File: config.mk
export PLATFORM = sky130hd
export DESIGN_NAME = gpio_port_subreg_config
export DESIGN_NICKNAME = d
export VERILOG_FILES = /design/src/gpio_port_pkg.sv /design/src/gpio_port_subreg_config.sv
export SDC_FILE = /design/constraint.sdc
export NUM_CORES = 1
export LEC_CHECK = 0
export BUFFER_PORTS_ARGS = -buffer_cell sky130_fd_sc_hd__buf_2
export CORE_MARGIN = 1
export CORE_UTILIZATION = 53
export CTS_CLUSTER_SIZE = 30
export DETAILED_ROUTE_END_ITERATION = 8
export PLACE_DENSITY = 0.83
export REMOVE_ABC_BUFFERS = 1
export SYNTH_ARGS = -nofsm -noshare
export SYNTH_HDL_FRONTEND = slang
export SYNTH_SLANG_ARGS = --single-unit
export TNS_END_PERCENT = 1
File: constraint.sdc
create_clock -name clk -period 2.2 [get_ports clk]
set_input_delay 0.44 -clock clk [delete_from_list [all_inputs] [get_ports clk]]
set_output_delay 0.44 -clock clk [all_outputs]
set_load 0.005 [all_outputs]
File: src/gpio_port_pkg.sv
package gpio_port_pkg;
    localparam int NUM_PORTS = 4;
    localparam int PORT_W = 8;
    localparam logic [11:0] ADDR_PORT_INDEX_A = 12'hfd0;
    localparam logic [11:0] ADDR_WINDOW_A = 12'hfd1;
    localparam logic [11:0] ADDR_INPUT_A = 12'hfd2;
    localparam logic [11:0] ADDR_OUTPUT_A = 12'hfd3;
    localparam logic [11:0] PORT_STRIDE = 12'h004;
    localparam logic [7:0] IDX_DIRECTION = 8'h01;
    localparam logic [7:0] IDX_ALTFUNC_EN = 8'h02;
    localparam logic [7:0] IDX_OPEN_DRAIN = 8'h03;
    localparam logic [7:0] IDX_HIGH_DRIVE = 8'h04;
    localparam logic [7:0] IDX_WAKE_EN = 8'h05;
    localparam logic [7:0] IDX_PULLUP = 8'h06;
    localparam logic [7:0] IDX_AFS_ONE = 8'h07;
    localparam logic [7:0] IDX_AFS_TWO = 8'h08;
    localparam logic [7:0] RST_DIRECTION = 8'hff;
    localparam logic [7:0] RST_ZERO = 8'h00;
    localparam logic [7:0] RST_PORT_D = 8'h01;
    localparam logic [7:0] RST_SMALL_A = 8'h04;
endpackage : gpio_port_pkg

File: src/gpio_port_subreg_config.sv
module gpio_port_subreg_config
    import gpio_port_pkg::*;
#(
    parameter bit SMALL_PACKAGE = 1'b0,
    parameter logic [NUM_PORTS*PORT_W-1:0] LINE_PRESENT = {NUM_PORTS*PORT_W{1'b1}}
) (
    input wire logic clk, // System clock
    input wire logic resetn, // Synchronous reset, active low
    input wire logic [11:0] regAddr, // Register address
    input wire logic regWrite, // Write strobe
    input wire logic regRead, // Read strobe
    input wire logic [7:0] regWdata, // Write data
    output logic [7:0] regRdata_q, // Read data, valid cycle after read
    input wire logic stopMode, // Device is in stop mode
    input wire logic [NUM_PORTS*PORT_W-1:0] pinIn, // Pin levels
    output logic [NUM_PORTS*PORT_W-1:0] pinOut_q, // Pin output level
    output logic [NUM_PORTS*PORT_W-1:0] pinOe_q, // Pin driver enable
    output logic [NUM_PORTS*PORT_W-1:0] pullupEn_q, // Weak pull-up enable
    output logic [NUM_PORTS*PORT_W-1:0] highDrive_q, // High drive enable
    output logic [NUM_PORTS*PORT_W-1:0] altEn_q, // Line under alternate function
    output logic [NUM_PORTS*PORT_W-1:0] altSelOne_q, // Effective select set 1
    output logic [NUM_PORTS*PORT_W-1:0] altSelTwo_q, // Effective select set 2
    output logic stopRecovery // Combined recovery request, level
);
    import gpio_port_pkg::*;

    logic [NUM_PORTS*PORT_W-1:0] syncA_q;
    logic [NUM_PORTS*PORT_W-1:0] syncB_q;
    logic [NUM_PORTS*PORT_W-1:0] wakeEn;
    logic [NUM_PORTS*PORT_W-1:0] stopRef_q;
    logic [NUM_PORTS*PORT_W-1:0] stopLatch_q;
    logic [7:0] rdata_d [NUM_PORTS];
    logic [NUM_PORTS-1:0] rhit;

    genvar p;
    generate
        for (p = 0; p < NUM_PORTS; p++) begin : g_port
            // Reset values differ only for port D and for port A of the small package
            localparam logic [11:0] BASE = 12'(PORT_STRIDE * p);
            localparam logic [7:0] PU_RST = (p == 3) ? RST_PORT_D :
                ((p == 0 && SMALL_PACKAGE) ? RST_SMALL_A : RST_ZERO);
            localparam logic [7:0] AFS2_RST = (p == 0 && SMALL_PACKAGE) ? RST_SMALL_A : RST_ZERO;
            localparam logic [7:0] AF_RST = PU_RST;
            localparam logic [7:0] OC_RST = (p == 3) ? RST_PORT_D : RST_ZERO;
            logic [7:0] index_q, dir_q, af_q, oc_q, hd_q, wake_q, pu_q, afs1_q, afs2_q, out_q;
            logic [7:0] inMask, drive, winData;
            logic wrIdx, wrWin, wrOut;
            assign wrIdx = regWrite && regAddr == ADDR_PORT_INDEX_A + BASE;
            assign wrWin = regWrite && regAddr == ADDR_WINDOW_A + BASE;
            assign wrOut = regWrite && regAddr == ADDR_OUTPUT_A + BASE;
            assign inMask = LINE_PRESENT[p*PORT_W +: PORT_W];

            // Index survives accesses so software can stream several window writes
            always_ff @(posedge clk) begin
                if (!resetn) begin
                    index_q <= RST_ZERO;
                end else if (wrIdx) begin
                    index_q <= regWdata;
                end
            end

            // Each sub-register loads only when the window is written while the
            // index points at it; an index outside 01..08 writes nothing.
            always_ff @(posedge clk) begin
                if (!resetn) begin
                    dir_q <= RST_DIRECTION;
                end else if (wrWin && index_q == IDX_DIRECTION) begin
                    dir_q <= regWdata;
                end
            end

            always_ff @(posedge clk) begin
                if (!resetn) begin
                    af_q <= AF_RST;
                end else if (wrWin && index_q == IDX_ALTFUNC_EN) begin
                    af_q <= regWdata;
                end
            end

            always_ff @(posedge clk) begin
                if (!resetn) begin
                    oc_q <= OC_RST;
                end else if (wrWin && index_q == IDX_OPEN_DRAIN) begin
                    oc_q <= regWdata;
                end
            end

            always_ff @(posedge clk) begin
                if (!resetn) begin
                    hd_q <= RST_ZERO;
                end else if (wrWin && index_q == IDX_HIGH_DRIVE) begin
                    hd_q <= regWdata;
                end
            end

            always_ff @(posedge clk) begin
                if (!resetn) begin
                    wake_q <= RST_ZERO;
                end else if (wrWin && index_q == IDX_WAKE_EN) begin
                    wake_q <= regWdata;
                end
            end

            always_ff @(posedge clk) begin
                if (!resetn) begin
                    pu_q <= PU_RST;
                end else if (wrWin && index_q == IDX_PULLUP) begin
                    pu_q <= regWdata;
                end
            end

            always_ff @(posedge clk) begin
                if (!resetn) begin
                    afs1_q <= RST_ZERO;
                end else if (wrWin && index_q == IDX_AFS_ONE) begin
                    afs1_q <= regWdata;
                end
            end

            always_ff @(posedge clk) begin
                if (!resetn) begin
                    afs2_q <= AFS2_RST;
                end else if (wrWin && index_q == IDX_AFS_TWO) begin
                    afs2_q <= regWdata;
                end
            end

            // Output data has its own address and is not reached through the window
            always_ff @(posedge clk) begin
                if (!resetn) begin
                    out_q <= RST_ZERO;
                end else if (wrOut) begin
                    out_q <= regWdata;
                end
            end

            // Unused indices read as zero
            always_comb begin
                case (index_q)
                    IDX_DIRECTION: winData = dir_q;
                    IDX_ALTFUNC_EN: winData = af_q;
                    IDX_OPEN_DRAIN: winData = oc_q;
                    IDX_HIGH_DRIVE: winData = hd_q;
                    IDX_WAKE_EN: winData = wake_q;
                    IDX_PULLUP: winData = pu_q;
                    IDX_AFS_ONE: winData = afs1_q;
                    IDX_AFS_TWO: winData = afs2_q;
                    default: winData = RST_ZERO;
                endcase
            end

            // Read mux only; the registered copy below holds between reads
            always_comb begin
                rhit[p] = 1'b1;
                rdata_d[p] = RST_ZERO;
                if (regAddr == ADDR_PORT_INDEX_A + BASE) begin
                    rdata_d[p] = index_q;
                end else if (regAddr == ADDR_WINDOW_A + BASE) begin
                    rdata_d[p] = winData;
                end else if (regAddr == ADDR_INPUT_A + BASE) begin
                    rdata_d[p] = syncB_q[p*PORT_W +: PORT_W] & inMask;
                end else if (regAddr == ADDR_OUTPUT_A + BASE) begin
                    rdata_d[p] = out_q;
                end else begin
                    rhit[p] = 1'b0;
                end
            end

            // Alternate functions drive through altEn; GPIO drive only when not alternate
            assign drive = ~dir_q & ~af_q;
            assign wakeEn[p*PORT_W +: PORT_W] = wake_q;

            // Pads see only flop outputs, so decode glitches never reach a pin
            always_ff @(posedge clk) begin
                if (!resetn) begin
                    pinOut_q[p*PORT_W +: PORT_W] <= RST_ZERO;
                end else begin
                    pinOut_q[p*PORT_W +: PORT_W] <= out_q;
                end
            end

            always_ff @(posedge clk) begin
                if (!resetn) begin
                    pinOe_q[p*PORT_W +: PORT_W] <= RST_ZERO;
                end else begin
                    pinOe_q[p*PORT_W +: PORT_W] <= drive & ~(oc_q & out_q);
                end
            end

            always_ff @(posedge clk) begin
                if (!resetn) begin
                    pullupEn_q[p*PORT_W +: PORT_W] <= RST_ZERO;
                end else begin
                    pullupEn_q[p*PORT_W +: PORT_W] <= pu_q;
                end
            end

            always_ff @(posedge clk) begin
                if (!resetn) begin
                    highDrive_q[p*PORT_W +: PORT_W] <= RST_ZERO;
                end else begin
                    highDrive_q[p*PORT_W +: PORT_W] <= hd_q;
                end
            end

            always_ff @(posedge clk) begin
                if (!resetn) begin
                    altEn_q[p*PORT_W +: PORT_W] <= RST_ZERO;
                end else begin
                    altEn_q[p*PORT_W +: PORT_W] <= af_q;
                end
            end

            always_ff @(posedge clk) begin
                if (!resetn) begin
                    altSelOne_q[p*PORT_W +: PORT_W] <= RST_ZERO;
                end else begin
                    altSelOne_q[p*PORT_W +: PORT_W] <= afs1_q & af_q;
                end
            end

            always_ff @(posedge clk) begin
                if (!resetn) begin
                    altSelTwo_q[p*PORT_W +: PORT_W] <= RST_ZERO;
                end else begin
                    altSelTwo_q[p*PORT_W +: PORT_W] <= afs2_q & af_q;
                end
            end
        end
    endgenerate

    // Two stages to the system clock before the input read and the stop reference
    always_ff @(posedge clk) begin
        if (!resetn) begin
            syncA_q <= '0;
        end else begin
            syncA_q <= pinIn;
        end
    end

    always_ff @(posedge clk) begin
        if (!resetn) begin
            syncB_q <= '0;
        end else begin
            syncB_q <= syncA_q;
        end
    end

    // Reference follows the synchronised pins while running and freezes in stop;
    // in stop the clock may halt, so the compare below needs no edge.
    always_ff @(posedge clk) begin
        if (!resetn) begin
            stopRef_q <= '0;
        end else begin
            stopRef_q <= stopMode ? stopRef_q : syncB_q;
        end
    end

    // Holds a short wake pulse while the clock still runs; it samples raw pins
    // on purpose, as a late edge only delays the hold by one cycle.
    always_ff @(posedge clk) begin
        if (!resetn) begin
            stopLatch_q <= '0;
        end else begin
            stopLatch_q <= stopMode ? (stopLatch_q | (pinIn ^ stopRef_q) & wakeEn) : '0;
        end
    end

    // Raw pins feed this async request; a glitch can wake the part, which is harmless
    assign stopRecovery = stopMode && |(((pinIn ^ stopRef_q) & wakeEn) | stopLatch_q);

    // Port address ranges never overlap, so at most one port hits
    always_ff @(posedge clk) begin
        if (!resetn) begin
            regRdata_q <= RST_ZERO;
        end else if (regRead) begin
            regRdata_q <= RST_ZERO;
            for (int i = 0; i < NUM_PORTS; i++) begin
                if (rhit[i]) begin
                    regRdata_q <= rdata_d[i];
                end
            end
        end
    end
endmodule : gpio_port_subreg_config

==> out/metrics.cfg <==
[run]
drv_cap=0

[critical_path]
slowest_delay_ns=0.32
timing.rr.end=regRdata_q[7]
reg2reg_depth=7
worst-path-max-fanout=2
critPathSlowestCell=dfxtp_1
crit_arrival_ns=2.23
path_cells=xor2_1, a21oi_2, nand4_1, nor4_2, a21boi_2, buf_2
critPathRequiredTime_ns=1.76
crit_path_end_kind=primary output
cp-start-kind=register
ff2ff_setup_slack_ns=-0.03
path_class=reg -> out
regToRegStartpoint=g_port[2].index_q[0]

[die]
die_w_microns=226
die_area_sq_um=51100
coreArea_sq_um=49300
rows=81
io_pins=290
dieHeight_microns=226
initial_core_util_pct=54.0

[timing]
rsz0062_at_grt=yes
setup_viol=4
finalMaxSlewViolations=0
setup_ws_ns=-0.473
fin_crit_sh_pct=122
worstMarginPinSlew_ns=0.587
fmax_mhz=374
tns_ns=-0.521
slew_headroom_pct=60.5
clock-skew-final_ns=0.0284
fin_crit_ns=2.67
finalHoldViolCount=0

[power]
power.total_mw=25.2
power_density_nw_per_um2=759
vdd.ir_drop.worst_mv=0.553
power.leakage_nw=14.2

[global_routing]
antenna_found_initial=3
grtUsageTotal_pct=32.5
grt_pass1_wl_microns=127000
first_global_vias=21400
grt_max_degree=102
gr-total-overflow=0

[hold_path]
hold_end=syncA_q[26]
hold_depth=2
min_from=pinIn[26]
hold_class=in -> reg

[detailed_routing]
via_count=21800
m1WireLength_microns=36000
wl_met3_microns=6200
first_iter_violations=2229
met2_length_microns=38500
via_per_inst=5.69
ant_nets=0
first_pass_iters=5
top_layer=met5
finalWirelength_microns=84000
drc=0
wl_per_cell_microns=21.9

[clock_network]
cts_buffers=69
cts_root_buffer=clkbuf_16
clkLatencyLatePin_ns=0.61
h-tree-depth=3
cts_tree=yes
clkTransAtPathRegs_ns=0.06
cts_sinks=680
clockBufferDepth=3

[placed_design]
numPortBuffers=289
routabilityCongestion=1.02
placed_cell_area_sq_um=30700
dp_cells=3716
dpl.hpwl_microns=59000

[synthesis]
synthDominantCellAreaShare_pct=51.2
yosys.area.top_type=dfxtp_1
synthFlopType=dfxtp_1
synthesis.instances=2678
syn-cell-area_sq_um=26600
async_reset_ff_share_pct=0
synth_cell_types=71
syn_area_per_cell_sq_um=9.94
ys_warn_count=0
synth_edf_count=0
synthTopCellsByArea=dfxtp_1 (51%), mux2i_1 (10%), nor2b_1 (5.6%)
ys_seq_area_share_pct=51.2
ys_ff_latch=680

[finish]
fin_area_sq_um=33100
layout.cells.non_filler=3834
fin_util_pct=67.3
num-fill-cells=3795
nNetsFinal=3178
drive_gt1_share_pct=24.9
syn_to_final_growth_pct=24.5

[status]
violations=setup timing
status=complete, but fails checks

## layout by cell type (no fill, tap or decap), types with 11 or more instances in the layout
| cell | synthesis | layout |
|---|---|---|
| and2_1 | 197 | 197 |
| a22oi_1 | 32 | 30 |
| mux2i_1 | 277 | 276 |
| a21oi_1 | 76 | 67 |
| nand3_1 | 57 | 57 |
| buf_12 | 0 | 34 |
| o21ai_0 | 101 | 100 |
| inv_1 | 11 | 11 |
| o2bb2ai_1 | 15 | 15 |
| and3_1 | 77 | 77 |
| dfxtp_1 | 680 | 672 |
| clkbuf_16 | 0 | 71 |
| clkbuf_1 | 159 | 16 |
| nor2b_1 | 237 | 236 |
| buf_2 | 21 | 288 |
| clkbuf_8 | 0 | 15 |
| a21boi_0 | 95 | 87 |
| buf_4 | 1 | 246 |
| xor2_1 | 35 | 34 |
| mux2_2 | 24 | 24 |
| mux4_2 | 24 | 24 |
| nand2_1 | 251 | 249 |
| nor2_1 | 98 | 98 |
| nor3_1 | 12 | 11 |
| nand4_1 | 18 | 18 |
## metal layers
layer | GRT usage (%) | vias to the layer above
li1 | - | 10100
met4 | 14.4 | 4
met3 | 4.97 | 214
met1 | 44.3 | 10500
met5 | 0 | -
met2 | 51.0 | 991
## critical path, delay by kind of cell (launching register included)
family / cells / cell delay, ns
xor gates and xnor gates: 1 / 0.18
AOI/OAI and AO/OA: 2 / 0.44
buffers and inverters: 1 / 0.15
and+or+nand+nor: 2 / 0.54
DFF: 1 / 0.32
## timing repair
| action | CTS | global route |
|---|---|---|
| setup buffers | 0 | 0 |
| pin swaps | 9 | 3 |
| gates resized for setup | 33 | 26 |
| setup endpoints to repair | 51 | 53 |
| hold buffers | 0 | 0 |
## report_power, final
| group | internal (mW) | leakage [nW] | switching (mW) |
|---|---|---|---|
| Combinational | 0.358 | 7.57 | 0.554 |
| Clock | 7.00 | 1.11 | 4.81 |
| Sequential | 12.4 | 5.50 | 0.0459 |
| Total | 19.8 | 14.2 | 5.41 |
## worst max path at each step
stage | cells after the start | to | start
floorplan | 5 | regRdata_q[7] | g_port[3].index_q[1]
global placement | 9 | regRdata_q[5] | regAddr[5]
detailed placement | 9 | regRdata_q[5] | regAddr[5]
CTS | 6 | stopRecovery | stopRef_q[6]
global route | 6 | stopRecovery | stopRef_q[0]
finish | 6 | stopRecovery | stopRef_q[3]
## cells in the mapped netlist, types with 4 or more instances
library cell / instances
or3_1: 6
buf_2: 21
nor3_2: 5
mux4_2: 24
a32oi_1: 6
or4_1: 6
o221ai_1: 8
o22ai_1: 6
buf_1: 16
clkbuf_1: 159
nor2_1: 98
nor2b_1: 237
inv_1: 11
a2bb2oi_1: 4
nand2b_1: 11
and2_1: 197
o21ai_0: 101
nor3b_1: 6
a21oi_1: 76
nor4_1: 11
dfxtp_1: 680
and3_1: 77
xor2_1: 35
nand2_1: 251
nand4_1: 18
a22o_1: 10
o2bb2ai_1: 15
a221oi_1: 7
a22oi_1: 32
mux2i_1: 277
nor4_2: 4
mux2_2: 24
nor3_1: 12
o31ai_1: 5
nand3_1: 57
a211oi_1: 6
a21boi_0: 95
a31oi_1: 10
## stage by stage
stage | setup WS (ns) | hold slack (ns)
final | -0.473 | 0.0788
after detailed placement | -0.641 | 0.421
after global placement | -0.608 | 0.415
after CTS | -0.461 | 0.0633
after global routing | -0.537 | 0.0613
after floorplan | -0.579 | 0.412
## cell type report
type	instances	area, sq um	area share, %
flip-flops and latches	680	13600	41.1
multi-input cells	1788	12400	37.3
repair buffers	571	4010	12.1
clock buffers	102	2040	6.17
well taps	664	831	2.51
clock inverters	17	223	0.672
inverters	11	41.3	0.125
diodes	1	2.50	0.00755
## cell families (layout without fill, tap and decap cells)
family                 after synthesis  in the layout  share of synthesized area (%)
other                                0              1                              0
flip-flops                         680            680                           51.2
buffers and inverters              210            701                           3.11
AND/OR/NAND/NOR                   1020           1020                           21.0
multiplexers                       325            325                           13.5
AO/OA/AOI/OAI                      407            407                           10.1
XOR/XNOR                            36             36                           1.18
Power figures use the tool's default switching activity.
